==> config.mk <==
export PLATFORM = sky130hd
export DESIGN_NAME = sird_top
export DESIGN_NICKNAME = d
export VERILOG_FILES = /design/src/inc/sird_pkg.sv /design/src/verilog/sird_rate_div.sv /design/src/verilog/sird_top.sv
export SDC_FILE = /design/constraint.sdc
export NUM_CORES = 1
export LEC_CHECK = 0
export BUFFER_PORTS_ARGS = -buffer_cell sky130_fd_sc_hd__buf_2
export CAP_MARGIN = 20
export CORE_MARGIN = 2
export CORE_UTILIZATION = 43
export CTS_BUF_LIST = sky130_fd_sc_hd__clkbuf_8
export DETAILED_ROUTE_END_ITERATION = 12
export GPL_ROUTABILITY_DRIVEN = 0
export GPL_TIMING_DRIVEN = 0
export PLACE_DENSITY = 0.71
export SYNTH_ARGS = -nofsm -noshare
export SYNTH_HDL_FRONTEND = slang
export SYNTH_SLANG_ARGS = --single-unit
==> constraint.sdc <==
create_clock -name ref_clk -period 1.63 [get_ports ref_clk]
set_input_delay 0.489 -clock ref_clk [delete_from_list [all_inputs] [get_ports ref_clk]]
set_output_delay 0.489 -clock ref_clk [all_outputs]
set_load 0.02 [all_outputs]
==> src/inc/sird_pkg.sv <==
// Shared constants and carrier types of the serial interrupt and rate divider block
`default_nettype none

package sird_pkg;

	// ************************************************************
	// Register map
	// ************************************************************
	localparam int          ADDR_W            = 12;
	localparam logic [11:0] OFS_STATUS        = 12'h408;
	localparam logic [11:0] OFS_ENABLE_SET    = 12'h40C;
	localparam logic [11:0] OFS_ENABLE_CLEAR  = 12'h410;
	localparam logic [11:0] OFS_PRESCALE      = 12'h424;
	localparam logic [11:0] OFS_MASKED        = 12'h428;

	// ************************************************************
	// Field positions
	// ************************************************************
	localparam int          BIT_SEL_ASSERT    = 4;
	localparam int          BIT_SEL_RELEASE   = 5;
	localparam int          BIT_MASTER_QUIET  = 8;
	localparam int          PRESCALE_W        = 16;
	localparam logic [31:0] IMPL_MASK         = 32'h0000_0130;

	// ************************************************************
	// Values after reset
	// ************************************************************
	localparam logic [31:0] ENABLE_RST        = 32'h0000_0000;
	localparam logic [15:0] PRESCALE_RST      = 16'h0000;
	localparam logic        EVENT_FLAG_RST    = 1'h0;
	localparam logic        QUIET_FLAG_RST    = 1'h1;
	localparam logic [31:0] RDATA_RST         = 32'h0000_0000;

	// ************************************************************
	// Carrier types
	// ************************************************************
	// One register bus request, all fields sampled in the same cycle
	typedef struct packed {
		logic [ADDR_W-1:0] addr;
		logic [31:0]       wdata;
		logic              wr_stb;
		logic              rd_stb;
	} sird_bus_req_type;

	// State reported by the serial engine on the same clock
	typedef struct packed {
		logic master_mode;
		logic tx_hold_empty;
		logic tx_busy;
	} sird_engine_type;

endpackage

`default_nettype wire

==> src/verilog/sird_rate_div.sv <==
// Master serial clock rate divider producing a one-cycle enable
`timescale 1ns/1ps
`default_nettype none

module sird_rate_div #(
	parameter int DIV_W = 16
) (
	input  wire logic             ref_clk,
	input  wire logic             rst,
	input  wire logic             run,
	input  wire logic [DIV_W-1:0] div_value,
	output var  logic             tick
);

	logic [DIV_W-1:0] count_reg;
	logic [DIV_W-1:0] count_next;
	logic             tick_reg;
	logic             tick_next;

	// ************************************************************
	// Counter
	// ************************************************************
	// Count 0..div_value, one tick per wrap gives a period of value plus one
	always_comb begin
		count_next = count_reg;
		tick_next  = 1'h0;
		if (!run) begin
			count_next = '0; // Held quiet outside master mode
		end else if (count_reg >= div_value) begin
			count_next = '0; // Lowered value mid-count recovers at once
			tick_next  = 1'h1;
		end else begin
			count_next = count_reg + DIV_W'(1);
		end
	end

	// Register the counter and the tick
	always_ff @(posedge ref_clk) begin
		if (rst) begin
			count_reg <= '0;
			tick_reg  <= 1'h0;
		end else begin
			count_reg <= count_next;
			tick_reg  <= tick_next;
		end
	end

	assign tick = tick_reg;

endmodule

`default_nettype wire

==> src/verilog/sird_top.sv <==
// Interrupt enable, masked interrupt view and master rate divider registers
//
// What this block does
// - Writing ones to the enable-set register sets those enable bits; zeros leave them.
// - Reading the enable-set register returns all current enable bits.
// - Enables sit at their flag positions: assert 4, release 5, idle 8.
// - Assert enable lets any select going active raise the interrupt; resets to zero.
// - Release enable lets all selects going inactive raise the interrupt.
// - Idle enable at bit 8 lets a fully idle master raise the interrupt.
// - Writing ones to enable-clear bits 4, 5, 8 clears those enable bits.
// - Masked register is read-only, each bit is flag AND enable.
// - Masked bits sit at 4, 5 and 8 and read zero after reset.
// - Divider value in bits 15:0 divides the clock by value plus one.
// - Divider paces the serial clock only in master mode.
// - Divider resets to zero, giving the undivided clock rate.
// - Select-assert flag sets on any select going active, both modes; write one clears.
// - Select-release flag sets when all active selects go inactive; write one clears.
// - Master-idle flag is one when holding register empty and transmitter silent; resets one.
`timescale 1ns/1ps
`default_nettype none

module sird_top #(
	parameter int SEL_COUNT = 4
) (
	input  wire logic                       ref_clk,
	input  wire logic                       rst,
	input  wire sird_pkg::sird_bus_req_type bus_req,
	output var  logic [31:0]                bus_rdata,
	input  wire logic [SEL_COUNT-1:0]       sel_pin_n,
	input  wire sird_pkg::sird_engine_type  engine,
	output var  logic                       irq,
	output var  logic                       sclk_tick,
	output var  logic [15:0]                rate_prescale_value
);

	// ************************************************************
	// Functions
	// ************************************************************
	// True when the request addresses the given register
	function automatic logic addr_hit(
		input logic [sird_pkg::ADDR_W-1:0] addr,
		input logic [sird_pkg::ADDR_W-1:0] ofs
	);
		addr_hit = (addr == ofs);
	endfunction

	// Keep only implemented interrupt bit positions of a written word
	function automatic logic [31:0] impl_bits(
		input logic [31:0] word
	);
		impl_bits = word & sird_pkg::IMPL_MASK;
	endfunction

	// Pack the three flags into their word positions
	function automatic logic [31:0] pack_flags(
		input logic sel_assert,
		input logic sel_release,
		input logic master_quiet
	);
		logic [31:0] word;
		word                              = 32'h0000_0000;
		word[sird_pkg::BIT_SEL_ASSERT]    = sel_assert;
		word[sird_pkg::BIT_SEL_RELEASE]   = sel_release;
		word[sird_pkg::BIT_MASTER_QUIET]  = master_quiet;
		pack_flags = word;
	endfunction

	// ************************************************************
	// Select pin synchroniser
	// ************************************************************
	logic [SEL_COUNT-1:0] sel_meta_reg;
	logic [SEL_COUNT-1:0] sel_meta_next;
	logic [SEL_COUNT-1:0] sel_sync_reg;
	logic [SEL_COUNT-1:0] sel_sync_next;
	logic [SEL_COUNT-1:0] sel_prev_reg;
	logic [SEL_COUNT-1:0] sel_prev_next;

	// Two stages, then one more for edge detection on the clean copy
	always_comb begin
		sel_meta_next = sel_pin_n;
		sel_sync_next = sel_meta_reg;
		sel_prev_next = sel_sync_reg;
	end

	// Register the select chain, selects idle high
	always_ff @(posedge ref_clk) begin
		if (rst) begin
			sel_meta_reg <= '1;
			sel_sync_reg <= '1;
			sel_prev_reg <= '1;
		end else begin
			sel_meta_reg <= sel_meta_next;
			sel_sync_reg <= sel_sync_next;
			sel_prev_reg <= sel_prev_next;
		end
	end

	// ************************************************************
	// Select events
	// ************************************************************
	logic assert_event;
	logic release_event;
	logic any_active_now;
	logic any_active_prev;

	// Events are seen in master and slave mode alike
	always_comb begin
		any_active_now  = |(~sel_sync_reg);
		any_active_prev = |(~sel_prev_reg);
		assert_event    = |(sel_prev_reg & ~sel_sync_reg); // Any line going active
		release_event   = any_active_prev && !any_active_now; // Last active line gone
	end

	// ************************************************************
	// Register state
	// ************************************************************
	logic [31:0] enable_reg;
	logic [31:0] enable_next;
	logic        assert_flag_reg;
	logic        assert_flag_next;
	logic        release_flag_reg;
	logic        release_flag_next;
	logic        quiet_flag_reg;
	logic        quiet_flag_next;
	logic [15:0] prescale_reg;
	logic [15:0] prescale_next;
	logic [31:0] rdata_reg;
	logic [31:0] rdata_next;
	logic        irq_reg;
	logic        irq_next;

	// Views used by reads and the interrupt
	logic [31:0] flag_word;
	logic [31:0] masked_word;
	logic        wr_status;
	logic        wr_set;
	logic        wr_clear;
	logic        wr_prescale;
	logic [31:0] wbits;

	// Decode strobes and build the status and masked words
	always_comb begin
		wr_status   = bus_req.wr_stb && addr_hit(bus_req.addr, sird_pkg::OFS_STATUS);
		wr_set      = bus_req.wr_stb && addr_hit(bus_req.addr, sird_pkg::OFS_ENABLE_SET);
		wr_clear    = bus_req.wr_stb && addr_hit(bus_req.addr, sird_pkg::OFS_ENABLE_CLEAR);
		wr_prescale = bus_req.wr_stb && addr_hit(bus_req.addr, sird_pkg::OFS_PRESCALE);
		wbits       = impl_bits(bus_req.wdata); // Reserved write bits dropped
		flag_word   = pack_flags(assert_flag_reg, release_flag_reg, quiet_flag_reg);
		masked_word = flag_word & enable_reg; // Flag AND enable
	end

	// ************************************************************
	// Enable group
	// ************************************************************
	// Enable set, then clear; one strobe per cycle so they never meet
	always_comb begin
		enable_next = enable_reg;
		if (wr_set) begin
			enable_next = enable_reg | wbits; // Ones set, zeros keep
		end
		if (wr_clear) begin
			enable_next = enable_reg & ~wbits; // Ones clear, zeros keep
		end
	end

	// Register the enables, all off after reset
	always_ff @(posedge ref_clk) begin
		if (rst) begin
			enable_reg <= sird_pkg::ENABLE_RST;
		end else begin
			enable_reg <= enable_next;
		end
	end

	// ************************************************************
	// Flag group
	// ************************************************************
	// Write one clears the event flags; a new event in the same cycle wins
	always_comb begin
		assert_flag_next  = assert_flag_reg;
		release_flag_next = release_flag_reg;
		if (wr_status && wbits[sird_pkg::BIT_SEL_ASSERT]) begin
			assert_flag_next = 1'h0;
		end
		if (wr_status && wbits[sird_pkg::BIT_SEL_RELEASE]) begin
			release_flag_next = 1'h0;
		end
		if (assert_event) begin
			assert_flag_next = 1'h1;
		end
		if (release_event) begin
			release_flag_next = 1'h1;
		end
		// Idle when nothing is held for sending and nothing is on the wire
		quiet_flag_next = engine.tx_hold_empty && !engine.tx_busy;
	end

	// Register the flags; the idle flag starts set
	always_ff @(posedge ref_clk) begin
		if (rst) begin
			assert_flag_reg  <= sird_pkg::EVENT_FLAG_RST;
			release_flag_reg <= sird_pkg::EVENT_FLAG_RST;
			quiet_flag_reg   <= sird_pkg::QUIET_FLAG_RST;
		end else begin
			assert_flag_reg  <= assert_flag_next;
			release_flag_reg <= release_flag_next;
			quiet_flag_reg   <= quiet_flag_next;
		end
	end

	// ************************************************************
	// Divider value group
	// ************************************************************
	// Divider value, upper bits of the word are not stored
	always_comb begin
		prescale_next = prescale_reg;
		if (wr_prescale) begin
			prescale_next = bus_req.wdata[sird_pkg::PRESCALE_W-1:0];
		end
	end

	// Register the divider value, zero after reset
	always_ff @(posedge ref_clk) begin
		if (rst) begin
			prescale_reg <= sird_pkg::PRESCALE_RST;
		end else begin
			prescale_reg <= prescale_next;
		end
	end

	// ************************************************************
	// Read group
	// ************************************************************
	// Read data stand only in the cycle after the strobe
	always_comb begin
		rdata_next = sird_pkg::RDATA_RST;
		if (bus_req.rd_stb) begin
			unique case (bus_req.addr)
				sird_pkg::OFS_STATUS: begin
					rdata_next = flag_word;
				end
				sird_pkg::OFS_ENABLE_SET: begin
					rdata_next = enable_reg; // Whole enable set
				end
				sird_pkg::OFS_ENABLE_CLEAR: begin
					rdata_next = 32'h0000_0000; // Write-only
				end
				sird_pkg::OFS_PRESCALE: begin
					rdata_next = {16'h0000, prescale_reg}; // Last written value
				end
				sird_pkg::OFS_MASKED: begin
					rdata_next = masked_word; // Read-only view at 4, 5, 8
				end
				default: begin
					rdata_next = 32'h0000_0000;
				end
			endcase
		end
	end

	// Register the read data, zero outside a read slot
	always_ff @(posedge ref_clk) begin
		if (rst) begin
			rdata_reg <= sird_pkg::RDATA_RST;
		end else begin
			rdata_reg <= rdata_next;
		end
	end

	// ************************************************************
	// Interrupt group
	// ************************************************************
	// Single level request from any masked bit
	always_comb begin
		irq_next = |masked_word;
	end

	// Register the request, low in reset
	always_ff @(posedge ref_clk) begin
		if (rst) begin
			irq_reg <= 1'h0;
		end else begin
			irq_reg <= irq_next; // Gated per source
		end
	end

	// ************************************************************
	// Master rate divider
	// ************************************************************
	// Runs only while the engine is master; slave clocking comes from the pin
	sird_rate_div #(
		.DIV_W     (sird_pkg::PRESCALE_W)
	) u_rate_div (
		.ref_clk   (ref_clk),
		.rst       (rst),
		.run       (engine.master_mode),
		.div_value (prescale_reg),
		.tick      (sclk_tick)
	);

	// ************************************************************
	// Outputs
	// ************************************************************
	assign bus_rdata           = rdata_reg;
	assign irq                 = irq_reg;
	assign rate_prescale_value = prescale_reg;

endmodule

`default_nettype wire

==> metrics.yaml <==
run_status:
  status: "finished, violations left"
  violations: "negative setup slack"
die:
  rows: 31
  die_w_microns: 89.1
  pin_count: 105
  die-area_sq_um: 7930
  fp.dieH_microns: 89.1
  initial_core_util_pct: 43.6
  core_sq_um: 7140
worst_hold_path:
  hold-path-endpoint: "sel_meta_reg[3]"
  hp-class: "in -> reg"
  min-delay-start: "sel_pin_n[3]"
  worstHoldPathCells: 2
global_routing:
  first_global_vias: 2678
  gr-usage-met2_pct: 34.3
  busiest_layer: "met2"
  grt_util_met3_pct: 3.60
  grtUsageTotal_pct: 21.1
  grt-ovfl-total: 0
  grt_pass1_wl_mm: 12.7
  grt_start_max_net_pins: 14
  antenna_found_initial: 0
  met1_usage_pct: 27.7
placement:
  portBuffers: 71
  dp.cells: 538
  dpl.hpwl_mm: 5.70
setup_path:
  endpoint_kind: "flip-flop"
  worstReg2RegStart: "rate_prescale_value[7]"
  required_ns: 1.89
  startpoint_type: "flip-flop"
  critical_path_class: "reg -> reg"
  cp_max_fo: 5
  r2r_setup_slack_ns: -0.21
  r2r_end: "u_rate_div.count_reg[2]"
  r2r_cells: 7
  critPathArrivalTime_ns: 2.10
clock_tree:
  clock_latency_ns: 0.34
  numCtsBuffers: 9
  ctsLongestPathBuffers: 2
  cts_tree: "yes"
  clk_pin_slew_ns: 0.08
  root_buffer: "clkbuf_8"
  hold_buffers: 0
  cts_sinks: 68
  h-tree-depth: 3
power:
  clockPowerShare_pct: 42.3
  p_seq_share_pct: 51.4
  leakage_nw: 1.73
  switching_share_pct: 24.1
  powerDensity_nw_per_um2: 753
  vdd_drop_max_mv: 0.523
  p_sw_w: 0.000784
  internal_power_w: 0.00246
  combPwrFrac_pct: 6.3
sta:
  setup_slack_ns: -0.206
  slew_headroom_pct: 64.3
  period_share_pct: 113
  layout_min_cycle_time_ns: 1.84
  finalSetupTns_ns: -2.92
  worst_pin_slew_ns: 0.535
  max_freq_mhz: 545
  maxSlewViolCount: 0
  rsz0062_at_grt: "yes"
  hold_viol: 0
  setup_violations: 17
  skew_ns: 0.00826
routing:
  drcViolationCount: 0
  vias: 2897
  drtAntennaViolNets: 0
  wl_per_cell_microns: 14.3
  wirelength_mm: 8.16
  via_per_inst: 5.08
  first_pass_iters: 5
  drt_iter0_drc: 196
final_layout:
  stdcell_count: 570
  insertedDiodeCount: 0
  nets: 538
  area_growth_pct: 38.6
  final_layout_size_suffix_gt1_share_pct: 45.4
yosys:
  postSynthAreaPerCell_sq_um: 8.82
  ys_warn_count: 0
  synth_area_sq_um: 3110
  async_flop_share_pct: 0
  yosys_register_bits: 68
  synth_cell_types: 45
  synth_edf_count: 0
  synth.yosys.seq_area_share_pct: 43.7
  syn_inst: 353
  synthFlopType: "dfxtp_1"
job:
  drv_cap: 0
## metrics by stage
stage	util (%)	setup WS [ns]	total power (W)	cell area, sq um	hold WS (ns)
finish	60.4	-0.206	0.00325	4310	0.325
global route	60.4	-0.266	0.00337	4310	0.309
CTS	58.4	-0.157	0.00327	4170	0.312
detailed placement	52.8	-0.411	0.00190	3770	0.393
global placement	52.8	-0.361	0.00190	3770	0.391
floorplan	-	-0.0894	0.00183	3290	0.389
## how the worst max path moves through the flow
stage / startpoint / end / cells past startpoint
2_1_floorplan: rate_prescale_value[11] / u_rate_div.count_reg[10] / 7
3_3_place_gp: bus_req[37] / rate_prescale_value[2] / 6
3_5_place_dp: bus_req[43] / rate_prescale_value[14] / 6
4_1_cts: rate_prescale_value[11] / u_rate_div.count_reg[7] / 7
5_1_grt: rate_prescale_value[11] / u_rate_div.count_reg[8] / 7
6_report: rate_prescale_value[7] / u_rate_div.count_reg[2] / 7
## Yosys cell counts (all sizes together) (3+ instances only)
cell type	number	area [sq um]
dfxtp	68	1360
nor3	33	165
a21oi	27	135
nand3	27	140
o21ai	26	130
buf	23	175
inv	22	82.6
ha	17	213
nand2	12	45.0
or2	12	75.1
clkbuf	9	33.8
nor2	9	33.8
xnor2	9	78.8
nand4	7	43.8
nand2b	5	31.3
xor2	5	43.8
a211oi	4	35.0
a31oi	4	25.0
a21boi	3	22.5
and2	3	18.8
and3	3	18.8
nor2b	3	18.8
nor4	3	18.8
## layer usage
| metal | vias to the layer above | share of wire, % |
|---|---|---|
| li1 | 1441 | - |
| met1 | 1349 | 46 |
| met2 | 93 | 47 |
| met3 | 14 | 5.7 |
| met4 | 0 | 1.7 |
| met5 | - | 0 |
## layout make-up
type	count	area, sq um
flip-flops and latches	68	1430
clock buffers	9	124
repair buffers	87	487
clock inverters	7	76.3
fillers	676	2830
multi-input cells	246	1750
plain buffers	32	240
inverters	22	87.6
well taps	99	124
## power groups by stage
| stage | clock network (W) | registers (W) | logic [W] |
|---|---|---|---|
| 3_5_place_dp | 0 | 0.00171 | 0.000191 |
| 3_3_place_gp | 0 | 0.00171 | 0.000189 |
| 4_1_cts | 0.00140 | 0.00167 | 0.000195 |
| 6_report | 0.00137 | 0.00167 | 0.000203 |
| 2_1_floorplan | 0 | 0.00171 | 0.000120 |
| 5_1_grt | 0.00148 | 0.00167 | 0.000221 |
## timing repair
| action | CTS | global route |
|---|---|---|
| gates cloned | 1 | 0 |
| resized for setup | 32 | 31 |
| buffers inserted | 12 | 3 |
| pin swaps | 7 | 15 |
| endpoints found under the setup margin | 28 | 41 |
## cells in the final DEF, fill, tap and decap left out, types with 6 or more instances in the layout
master and count:
o21ai_0 22, nand4_1 7, conb_1 16, xnor2_1 9, nand2_1 12, buf_2 73
dfxtp_1 41, buf_4 32, ha_1 10, nor3_2 13, buf_6 6, dfxtp_4 12
ha_4 6, or2_2 12, a21oi_1 26, dfxtp_2 15, nor2_1 9, clkbuf_8 10
nor3_1 17, nand3_1 25, inv_1 15
## worst max-delay path, stage by stage (launching register included)
cell and delay (ns):
dfxtp_4 0.36, inv_1 0.07, ha_1 0.33, a21oi_2 0.15, o21ai_1 0.11, a221o_2 0.43
buf_6 0.15, nor3_2 0.15
## cells by family (layout without fill, tap and decap cells)
logic type	count (synthesis)	after routing	synth area share, %
AOI/OAI and AO/OA	73	73	13.8
DFF	68	68	43.7
and+or+nand+nor	126	126	22.2
other	1	16	0.121
adders and majority gates	17	17	6.84
xor gates and xnor gates	14	14	3.94
buffers and inverters	54	157	9.37
No activity file was read; power rests on OpenSTA's default activity.
